## config.mk

```make
export PLATFORM = sky130hd
export DESIGN_NAME = tag_byte_access_host_io
export DESIGN_NICKNAME = d
export VERILOG_FILES = /design/src/hw/tag_io_pkg.sv /design/src/hw/out_hold_if.sv /design/src/hw/out_hold_timer.sv /design/src/hw/tag_byte_access_host_io.sv
export SDC_FILE = /design/constraint.sdc
export NUM_CORES = 1
export LEC_CHECK = 0
export ABC_AREA = 1
export BUFFER_PORTS_ARGS = -buffer_cell sky130_fd_sc_hd__buf_4
export CORE_MARGIN = 2
export CORE_UTILIZATION = 30
export DETAILED_ROUTE_END_ITERATION = 10
export GPL_ROUTABILITY_DRIVEN = 0
export HOLD_SLACK_MARGIN = 0.02
export PLACE_DENSITY_LB_ADDON = 0.05
export SLEW_MARGIN = 25
export SYNTH_ARGS = -nofsm -noshare
export SYNTH_HDL_FRONTEND = slang
export SYNTH_SLANG_ARGS = --single-unit
```

## constraint.sdc

```tcl
create_clock -name ref_clk_i -period 1.7 [get_ports ref_clk_i]
set_input_delay 0.17 -clock ref_clk_i [delete_from_list [all_inputs] [get_ports ref_clk_i]]
set_output_delay 0.17 -clock ref_clk_i [all_outputs]
set_load 0.05 [all_outputs]
```

## src/hw/tag_io_pkg.sv

```systemverilog
// Purpose: shared constants for the tag byte access port
// Assumes: 200 MHz reference clock
// Notes:   timing counts derive from printed times
package tag_io_pkg;
    // ****************************************
    // timing
    // ****************************************
    localparam int CLK_MHZ          = 200;
    localparam int NORMAL_DELAY_US  = 3000;
    localparam int OUT_SHORT_US     = 10000;
    localparam int OUT_LONG_US      = 50000;
    localparam int NORMAL_DELAY_CYC = NORMAL_DELAY_US * CLK_MHZ;
    localparam int OUT_SHORT_CYC    = OUT_SHORT_US * CLK_MHZ;
    localparam int OUT_LONG_CYC     = OUT_LONG_US * CLK_MHZ;
    localparam int TMR_W            = 24;

    // ****************************************
    // register map
    // ****************************************
    localparam logic [7:0] REG_STATUS  = 8'h00;
    localparam logic [7:0] REG_DATA    = 8'h04;
    localparam logic [7:0] REG_CONFIG  = 8'h08;
    localparam logic [7:0] REG_CONTROL = 8'h0C;
    localparam int CTRL_SOFT_TRIG_BIT  = 0;
    localparam int CTRL_REARM_BIT      = 1;

    // ****************************************
    // settings and codes
    // ****************************************
    localparam logic [1:0] OT_10MS      = 2'h0;
    localparam logic [1:0] OT_50MS      = 2'h1;
    localparam logic [1:0] OT_CONT      = 2'h2;
    localparam logic [1:0] WM_BYTE      = 2'h0;
    localparam logic [1:0] WM_SET       = 2'h1;
    localparam logic [1:0] WM_CLEAR     = 2'h2;
    localparam logic [7:0] VERIFY_MATCH = 8'h01;
    localparam logic [7:0] VERIFY_DIFF  = 8'h80;
    localparam logic [7:0] RESULT_RST   = 8'h00;
endpackage

```

## src/hw/out_hold_if.sv

```systemverilog
// Purpose: carries start and hold signals to the output timer
// Assumes: single clock domain
// Notes:   start pulses are one cycle long
`timescale 1ns/1ps
interface out_hold_if;
    logic       start_ok;
    logic       start_err;
    logic       release_hold;
    logic [1:0] time_sel;
    logic       normal;
    logic       error;
    modport ctl (output start_ok, start_err, release_hold, time_sel,
                 input  normal, error);
    modport tmr (input  start_ok, start_err, release_hold, time_sel,
                 output normal, error);
endinterface

```

## src/hw/out_hold_timer.sv

```systemverilog
// Purpose: holds normal or error output for the selected time
// Assumes: time_sel stable after power-up capture
// Notes:   continuous hold ends only on release_hold or on a new start_ok or start_err
`timescale 1ns/1ps
module out_hold_timer
    import tag_io_pkg::*;
#(
    parameter int SHORT_CYC = OUT_SHORT_CYC,
    parameter int LONG_CYC  = OUT_LONG_CYC
) (
    // clock and reset
    input  wire logic ref_clk_i,
    input  wire logic rst_n_i,
    // control side
    out_hold_if.tmr   hold
);
    // ****************************************
    // state
    // ****************************************
    typedef struct packed {
        logic [TMR_W-1:0] cnt;
        logic             normal;
        logic             error;
        logic             cont;
    } tmr_s;

    tmr_s tmr_reg;
    tmr_s tmr_next;

    always_comb begin
        tmr_next = tmr_reg;
        if (hold.start_ok || hold.start_err) begin
            tmr_next.normal = hold.start_ok;
            tmr_next.error  = hold.start_err;
            tmr_next.cont   = (hold.time_sel == OT_CONT);
            tmr_next.cnt    = (hold.time_sel == OT_50MS) ?
                              TMR_W'(LONG_CYC) : TMR_W'(SHORT_CYC);
        end else if (tmr_reg.normal || tmr_reg.error) begin
            if (tmr_reg.cont) begin
                if (hold.release_hold) begin
                    tmr_next.normal = 1'b0;
                    tmr_next.error  = 1'b0;
                end
            end else if (tmr_reg.cnt == TMR_W'(1)) begin
                tmr_next.normal = 1'b0;
                tmr_next.error  = 1'b0;
            end else begin
                tmr_next.cnt = tmr_reg.cnt - TMR_W'(1);
            end
        end
    end

    always_ff @(posedge ref_clk_i or negedge rst_n_i) begin
        if (!rst_n_i) begin
            tmr_reg <= '0;
        end else begin
            tmr_reg <= tmr_next;
        end
    end

    assign hold.normal = tmr_reg.normal;
    assign hold.error  = tmr_reg.error;
endmodule

```

## src/hw/tag_byte_access_host_io.sv

```systemverilog
// Purpose: host-side parallel port of an 8-bit tag read/write amplifier
// Assumes: tag link answers each request with one done or fail pulse
// Notes:   settings caught once after reset release
`timescale 1ns/1ps
module tag_byte_access_host_io
    import tag_io_pkg::*;
#(
    parameter int DELAY_CYC = NORMAL_DELAY_CYC,
    parameter int SHORT_CYC = OUT_SHORT_CYC,
    parameter int LONG_CYC  = OUT_LONG_CYC
) (
    // clock and reset
    input  wire logic       ref_clk_i,
    input  wire logic       rst_n_i,
    // switches
    input  wire logic [7:0] addr_sw_i,
    input  wire logic       auto_mode_i,
    input  wire logic       verify_mode_i,
    input  wire logic [1:0] write_mode_i,
    input  wire logic [1:0] out_time_i,
    // host discrete lines
    input  wire logic [7:0] host_input_lines_i,
    input  wire logic       write_sel_i,
    input  wire logic       trigger_i,
    input  wire logic       inhibit_i,
    output logic      [7:0] result_output_lines_o,
    output logic            normal_o,
    output logic            error_o,
    // tag link
    input  wire logic       tag_present_i,
    input  wire logic       tag_done_i,
    input  wire logic       tag_fail_i,
    input  wire logic [7:0] tag_rdata_i,
    output logic            tag_req_o,
    output logic            tag_write_o,
    output logic      [7:0] tag_addr_o,
    output logic      [7:0] tag_wdata_o,
    // register port
    input  wire logic [7:0] reg_addr_i,
    input  wire logic [7:0] reg_wdata_i,
    input  wire logic       reg_wr_i,
    input  wire logic       reg_rd_i,
    output logic      [7:0] reg_rdata_o
);
    // ****************************************
    // state
    // ****************************************
    typedef enum logic [2:0] {
        S_IDLE, S_RD, S_WR, S_CHK, S_DLY
    } state_e;

    typedef struct packed {
        state_e           st;
        logic [7:0]       result;
        logic [7:0]       tag_val;
        logic [7:0]       host_val;
        logic [7:0]       new_val;
        logic [TMR_W-1:0] cnt;
        logic             armed;
        logic             inh_q;
        logic             trg_q;
        logic             cfg_done;
        logic             cfg_auto;
        logic             cfg_verify;
        logic [1:0]       cfg_wmode;
        logic [1:0]       cfg_time;
        logic             is_write;
        logic             soft_trig;
        logic             req;
        logic             req_we;
        logic [7:0]       rdata;
        logic             start_ok;
        logic             start_err;
        logic             rel;
    } io_s;

    io_s io_reg;
    io_s io_next;

    out_hold_if hold ();

    logic trg_evt;

    function automatic logic [7:0] merge(input logic [1:0] mode,
                                         input logic [7:0] cur,
                                         input logic [7:0] mask);
        case (mode)
            WM_SET:   merge = cur | mask;
            WM_CLEAR: merge = cur & ~mask;
            default:  merge = mask;
        endcase
    endfunction

    assign trg_evt = (trigger_i & ~io_reg.trg_q) | io_reg.soft_trig;

    // ****************************************
    // next state
    // ****************************************
    always_comb begin
        io_next           = io_reg;
        io_next.start_ok  = 1'b0;
        io_next.start_err = 1'b0;
        io_next.soft_trig = 1'b0;
        io_next.rdata     = 8'h00;
        io_next.trg_q     = trigger_i;
        io_next.inh_q     = inhibit_i;
        // later changes of the mode and time switches are ignored; addr_sw_i is used live
        if (!io_reg.cfg_done) begin
            io_next.cfg_done   = 1'b1;
            io_next.cfg_auto   = auto_mode_i;
            io_next.cfg_verify = verify_mode_i;
            io_next.cfg_wmode  = write_mode_i;
            io_next.cfg_time   = out_time_i;
        end
        if (reg_wr_i && reg_addr_i == REG_CONTROL) begin
            io_next.soft_trig = reg_wdata_i[CTRL_SOFT_TRIG_BIT];
            if (reg_wdata_i[CTRL_REARM_BIT]) begin
                io_next.armed = 1'b1;
            end
        end
        if (reg_rd_i) begin
            if (reg_addr_i == REG_STATUS) begin
                io_next.rdata = {1'b0, io_reg.st, io_reg.armed,
                                 tag_present_i, error_o, normal_o};
            end else if (reg_addr_i == REG_DATA) begin
                io_next.rdata = io_reg.tag_val;
            end else if (reg_addr_i == REG_CONFIG) begin
                io_next.rdata = {1'b0, io_reg.cfg_done, io_reg.cfg_time,
                                 io_reg.cfg_wmode, io_reg.cfg_verify,
                                 io_reg.cfg_auto};
            end else begin
                io_next.rdata = 8'h00;
            end
        end
        io_next.rel = io_reg.cfg_auto ? (inhibit_i & ~io_reg.inh_q)
                                      : trg_evt;
        if (!tag_present_i || (io_reg.inh_q && !inhibit_i)) begin
            io_next.armed = 1'b1;
        end
        case (io_reg.st)
            S_IDLE: begin
                if (io_reg.cfg_done && !inhibit_i &&
                    (io_reg.cfg_auto ? (io_reg.armed && tag_present_i)
                                     : trg_evt)) begin
                    if (!io_reg.cfg_auto) begin
                        io_next.result = RESULT_RST;
                    end
                    io_next.armed    = 1'b0;
                    io_next.host_val = host_input_lines_i;
                    io_next.is_write = write_sel_i;
                    if (!tag_present_i) begin
                        io_next.result    = RESULT_RST;
                        io_next.start_err = 1'b1;
                    end else begin
                        io_next.req    = 1'b1;
                        io_next.req_we = 1'b0;
                        io_next.st     = S_RD;
                    end
                end
            end
            S_RD: begin
                if (tag_fail_i) begin
                    io_next.req       = 1'b0;
                    io_next.result    = RESULT_RST;
                    io_next.start_err = 1'b1;
                    io_next.st        = S_IDLE;
                end else if (tag_done_i) begin
                    io_next.tag_val = tag_rdata_i;
                    io_next.req     = 1'b0;
                    if (io_reg.is_write) begin
                        // bit modes reuse the byte just read
                        io_next.new_val = merge(io_reg.cfg_wmode,
                                                tag_rdata_i,
                                                io_reg.host_val);
                        io_next.req     = 1'b1;
                        io_next.req_we  = 1'b1;
                        io_next.st      = S_WR;
                    end else if (io_reg.cfg_verify) begin
                        io_next.result   = (tag_rdata_i == io_reg.host_val)
                                           ? VERIFY_MATCH
                                           : VERIFY_DIFF;
                        io_next.start_ok = 1'b1;
                        io_next.st       = S_IDLE;
                    end else begin
                        io_next.result = tag_rdata_i;
                        io_next.cnt    = TMR_W'(DELAY_CYC);
                        io_next.st     = S_DLY;
                    end
                end
            end
            S_WR: begin
                if (tag_fail_i) begin
                    io_next.req       = 1'b0;
                    io_next.result    = RESULT_RST;
                    io_next.start_err = 1'b1;
                    io_next.st        = S_IDLE;
                end else if (tag_done_i) begin
                    io_next.req_we = 1'b0;
                    io_next.st     = S_CHK;
                end
            end
            S_CHK: begin
                if (tag_done_i && tag_rdata_i == io_reg.new_val) begin
                    io_next.req      = 1'b0;
                    io_next.result   = io_reg.new_val;
                    io_next.tag_val  = tag_rdata_i;
                    io_next.start_ok = 1'b1;
                    io_next.st       = S_IDLE;
                end else if (tag_done_i || tag_fail_i) begin
                    io_next.req       = 1'b0;
                    io_next.result    = RESULT_RST;
                    io_next.start_err = 1'b1;
                    io_next.st        = S_IDLE;
                end
            end
            S_DLY: begin
                if (io_reg.cnt == TMR_W'(1)) begin
                    io_next.start_ok = 1'b1;
                    io_next.st       = S_IDLE;
                end else begin
                    io_next.cnt = io_reg.cnt - TMR_W'(1);
                end
            end
            default: begin
                io_next.st = S_IDLE;
            end
        endcase
    end

    always_ff @(posedge ref_clk_i or negedge rst_n_i) begin
        if (!rst_n_i) begin
            io_reg       <= '0;
            io_reg.st    <= S_IDLE;
            io_reg.armed <= 1'b1;
        end else begin
            io_reg <= io_next;
        end
    end

    // ****************************************
    // outputs
    // ****************************************
    assign hold.start_ok     = io_reg.start_ok;
    assign hold.start_err    = io_reg.start_err;
    assign hold.release_hold = io_reg.rel;
    assign hold.time_sel     = io_reg.cfg_time;

    out_hold_timer #(
        .SHORT_CYC (SHORT_CYC),
        .LONG_CYC  (LONG_CYC)
    ) u_timer (
        .ref_clk_i (ref_clk_i),
        .rst_n_i   (rst_n_i),
        .hold      (hold.tmr)
    );

    // gated without a register so inhibit acts at once
    assign result_output_lines_o = inhibit_i ? 8'h00 : io_reg.result;
    assign normal_o    = hold.normal;
    assign error_o     = hold.error;
    assign tag_req_o   = io_reg.req;
    assign tag_write_o = io_reg.req_we;
    assign tag_addr_o  = addr_sw_i;
    assign tag_wdata_o = io_reg.new_val;
    assign reg_rdata_o = io_reg.rdata;
endmodule

```

# Yosys cells after proc, flatten, opt, wreduce, memory -nomap -nowiden
# Index checks and enable logic that the tools add are counted.
# totals
register_bits,111
inputBits,56
word_cells,179
# op_classes
n_addsub,2
eq_ne,36
n_mux,75
n_bitwise,9
n_reduce_logical,31
# ops
op,n
$mux W24,8
$mux W8,11
$mux W11,5
$mux W26,2
$eq A24 B1 Y1 const B,2
$pmux W24 S2,1
$sub A24 B1 Y24 const B,2
$pmux W8 S2,2
$pmux W8 S4,1
$ne A2 B2 Y1 const B,14
$mux W1,26
$mux W19,1
$ne A3 B3 Y1 const B,6
$reduce_and A6 Y1,3
$eq A8 B4 Y1 const B,2
$eq A8 B8 Y1,2
$mux W3,5
$pmux W3 S5,1
$mux W2,7
$pmux W1 S3,3
$and A8 B8 Y8,1
$eq A8 B3 Y1 const B,1
$logic_not A8 Y1,1
$not A8 Y8,1
other kinds (25),45

# Depth between registers and ports, before layout
# logic_depth
word_depth,7
ltp_mapped,11

# Cells and area by module
# From an unflattened synthesis, not the netlist that was laid out.
# unflattened
hier_cells,987
area_unflattened_um2,7106.8
# by_module_without_submodules
mod,n_inst,cells_per_inst,area_each_um2
tag_byte_access_host_io,1,732,5243.8
out_hold_timer,1,255,1863.0

# Least setup slack after synthesis
# No wires, ideal clock.
# synth_timing
path_type,register to register
start,reg u_timer.tmr_reg (netlist bit u_timer.hold.normal)
end,reg u_timer.tmr_reg[5] (netlist name)
arrival_time_ns,1.475
path_slack_ns,0.099
stages_incl_launch_ff,8
synth_period_minus_slack_ns,1.601
path_cell_list,dfrtp_1 inv_1 a21oi_1 nand2_2 nand2_4 clkinv_1 nand2_1 o31ai_1
# synth_between
elab_chain_len,3
# synth_rtl
item,line,source
from (decl),out_hold_timer.sv:27,tmr_s tmr_reg;
from (signal assigned),out_hold_timer.sv:57,tmr_reg <= tmr_next;
$logic_or A1 B1 Y1,out_hold_timer.sv:38,end else if (tmr_reg.normal || tmr_reg.error) begin
$reduce_bool A2 Y1 (no source line),--,
$reduce_and A3 Y1 (no source line),--,
# No other way between the ends.
# A chain may end at the register's enable or synchronous reset.

# Final worst setup path
# layout_timing
start,reg io_reg[25] (netlist name)
end,reg io_reg[41] (netlist name)
# layout_between
elab_chain_len,3
word_cells_on_any_way,6
classes_between,add/sub (1); eq/ne (2); mux (2); reduce/logical (1)
# layout_rtl
item,line,source
from (decl),tag_byte_access_host_io.sv:77,io_s io_reg;
from (signal assigned),tag_byte_access_host_io.sv:236,io_reg <= io_next;
$sub A24 B1 Y24 / $eq A24 B1 Y1 (equally long branches),"tag_byte_access_host_io.sv:221, tag_byte_access_host_io.sv:217",
$mux W24 / $ne A2 B2 Y1 (equally long branches),--,
$pmux W24 S2 / $reduce_and A6 Y1 (equally long branches),--,
# Parallel ways exist; a longest one is shown, timed or not. The select of a mux whose other input is x is not followed.

==> flow_summary.yaml <==
clock_tree:
  cts_tree: "yes"
  cts.path.max_buffers: 2
  numCtsBuffers: 9
  clkTransAtPathRegs_ps: 90
  htreeDepth: 3
  clock_latency_ps: 370
  cts_root_buf: "clkbuf_16"
  clkSinkCount: 111
critical_path:
  crit_arrival_ps: 1830
  crit_type: "reg -> reg"
  r2r-end: "io_reg[41]$_DFFE_PN0P_"
  worst_setup_path_start_kind: "flop"
  end_kind: "flop"
  worstPathRequired_ps: 1940
  crit_fanout: 5
  regToRegSetupSlack_ps: 110
  r2r_cells: 8
  r2r-start: "io_reg[25]$_DFFE_PN0P_"
synth:
  yosys.cell_types.count: 41
  ys.warnings.count: 0
  synthTopCellsByArea: "dfrtp_1 40%, nand2_1 16%, nor2_1 6.8%, o21ai_0 5.6%, inv_1 5.5%"
  yosys.area.top_type: "dfrtp_1"
  ys.flop_type: "dfrtp_1"
  synth_seq_cells: 111
  yosysSeqAreaShare: 0.404
  synth_fp_nets: 1046
  synth_top_area_share: 0.400
  synthCells: 968
  syn_avg_cell_area_um2: 7.11
  synth_enable_flop_cells: 0
  synthArstFlopShare: 1.00
  synth_area_um2: 6880
worst_hold_path:
  hold_end: "io_reg[13]$_DFF_PN0_"
  holdCritPathClass: "in -> reg"
  min_delay_path_depth: 3
  hold_path_startpoint: "reg_wdata_i[0]"
layout:
  areaGrowthSynthToFinish_pct: 32.6
  ff_latch_area_um2: 2780
  n_antenna_cell: 0
  fin_area_um2: 9130
  fill_cells: 2428
  multi_input_area_um2: 3540
  finalNetCount: 1227
  drive_gt1_frac: 0.240
  largest_register_ffs: 61
sta:
  hold_violations: 0
  skew_ps: 17.2
  period_minus_slack_ps: 1590
  final-setup-viol-count: 0
  slew_viol_final: 0
  max_freq_mhz: 631
  rsz0062_at_grt: "yes"
  fin_crit_sh: 0.933
  fin_tns_setup_ps: 0
pwr:
  clkPwrFrac: 0.410
  ir_drop_mv: 0.412
  combPwrFrac: 0.087
  p_switching_mw: 1.44
  p_per_area_nw_per_um2: 587
  swShare: 0.269
  intPower_mw: 3.92
  seq_power_share: 0.503
  leakage_nw: 4.48
detailed_routing:
  wl_mm: 19.9
  routed_via_density: 4.54
  first_iter_violations: 346
  wire_per_inst_um: 13.8
  drtPass1Iterations: 5
  ant_nets: 0
  num_vias: 6531
  drc: 0
floorplan:
  initial_core_util: 0.305
  core_um2: 22600
  die-area_um2: 24200
  die_w_um: 155
  rows: 55
  io_pins: 92
  die_y_um: 155
placement:
  hpwl_mm: 15.4
  portBuffers: 69
  dpl_cell_area_um2: 8500
grt:
  grt_use_total: 0.173
  busiest_layer: "met2"
  grt_use_met1: 0.256
  grt_max_degree: 58
  grt_use_met2: 0.269
  met3_usage: 0.0181
  antenna_found_initial: 0
  grt_pass1_wl_mm: 33.2
  grt_pass1_vias: 6417
  grt_overflow: 0
run:
  drv_cap: 0
status:
  outcome: "finished, final reports clean"
-- cell families (layout without fill, tap and decap cells) --
logic type                 after synthesis  after routing  share of synthesized area
and+or+nand+nor                        546            546                      0.338
other                                    1              1                   0.000545
buffers and inverters                  149            335                     0.0994
xor gates and xnor gates                21             21                     0.0267
DFF                                    111            111                      0.404
adders and majority gates               22             22                     0.0400
AOI/OAI and AO/OA                      118            118                     0.0916
-- cells in the mapped netlist, types with 4 or more instances --
library cell / instances
nand2_1: 298
nor2_1: 124
dfrtp_1: 110
inv_1: 101
o21ai_0: 77
nand3_1: 62
nand4_1: 35
buf_4: 28
ha_1: 22
xor2_1: 14
a21oi_1: 12
o21ai_1: 12
clkbuf_1: 7
xnor2_1: 7
nand2_2: 6
nor3_1: 6
inv_2: 5
nor2_2: 4
o211ai_1: 4
-- power by group through the flow --
stage / logic, mW / clock network, mW / registers (mW)
after CTS: 0.474 / 2.28 / 2.69
after detailed placement: 0.442 / 0 / 2.74
after global placement: 0.442 / 0 / 2.75
final: 0.467 / 2.19 / 2.69
after global routing: 0.533 / 2.37 / 2.70
after floorplan: 0.211 / 0 / 2.74
-- how the worst max path moves through the flow --
| stage | startpoint | endpoint | slack [ps] | cells after the start |
|---|---|---|---|---|
| after global routing | u_timer.tmr_reg[4]$_DFFE_PN0P_ | u_timer.tmr_reg[23]$_DFFE_PN0P_ | -40 | 12 |
| final | io_reg[25]$_DFFE_PN0P_ | io_reg[41]$_DFFE_PN0P_ | 110 | 8 |
| after detailed placement | u_timer.tmr_reg[15]$_DFFE_PN0P_ | u_timer.tmr_reg[4]$_DFFE_PN0P_ | -50 | 9 |
| after floorplan | u_timer.hold.normal$_DFFE_PN0P_ | u_timer.tmr_reg[5]$_DFFE_PN0P_ | 100 | 7 |
| after CTS | u_timer.tmr_reg[15]$_DFFE_PN0P_ | u_timer.tmr_reg[9]$_DFFE_PN0P_ | 7 | 9 |
| after global placement | u_timer.tmr_reg[15]$_DFFE_PN0P_ | u_timer.tmr_reg[4]$_DFFE_PN0P_ | -70 | 9 |
-- per-stage QoR --
step	hold slack, ps	total power, mW	worst slack [ps]	std cells	util
5_1_grt	30.2	5.60	-35.7	1439	0.404
3_5_place_dp	217	3.19	-52.0	1402	0.377
6_report	41.2	5.35	114	1439	0.404
4_1_cts	25.3	5.45	6.59	1435	0.398
3_3_place_gp	218	3.19	-68.6	1402	0.377
2_1_floorplan	-126	2.96	99.4	968	-
-- layout by cell type (no fill, tap or decap), types with 2 or more instances in the layout --
cell           netlist  routed
buf_12               0       9
o21ai_1             12      15
o211ai_1             4       4
nor2_2               4      29
ha_1                22      22
xnor2_1              7       7
xor2_1              14      14
nand2_2              6      10
a31oi_1              2       2
inv_6                0       2
nor3_2               1       2
inv_2                5       6
inv_1              101     100
nand2_1            298     294
nor2_1             124      97
buf_4               28     184
nand4_1             35      35
clkbuf_16            0       9
o21ai_0             77      74
nor3_1               6       5
nand3_2              1       4
dfrtp_2              0       2
a21o_1               2       2
inv_8                0       2
o31ai_1              3       3
a21oi_1             12      12
nor2_4               3       5
o21bai_1             2       2
dfrtp_1            110     108
dlygate4sd3_1        0      17
nand3_1             62      59
-- what timing repair did --
item | CTS | global route
pin swaps | 0 | 4
hold buffers | 17 | 0
cloned | 0 | 0
endpoints found under the setup margin | 33 | 60
buffers inserted | 0 | 4
resized for setup | 6 | 41
hold endpoints to repair | 126 | 0
-- area by class of cell --
class,count,area share
clock buffers,9,0.0247
inverters,108,0.0446
flip-flops and latches,111,0.305
well taps,285,0.0391
multi-input cells,708,0.388
repair buffers,211,0.191
clock inverters,7,0.00795
-- routing by layer --
| metal | vias to the layer above | wire length (um) |
|---|---|---|
| li1 | 3438 | - |
| met1 | 3001 | 10500 |
| met2 | 82 | 8790 |
| met3 | 10 | 455 |
| met4 | 0 | 193 |
| met5 | - | 0 |
-- critical path: stages (launching register included) --
cell and delay, ps:
dfrtp_1 430, inv_1 100, ha_1 220, nand2_1 110
nor2_2 160, nand2_1 100, xnor2_1 130, o21ai_0 160
nand2_1 60
Note: power is estimated with default switching activity, not from simulation.
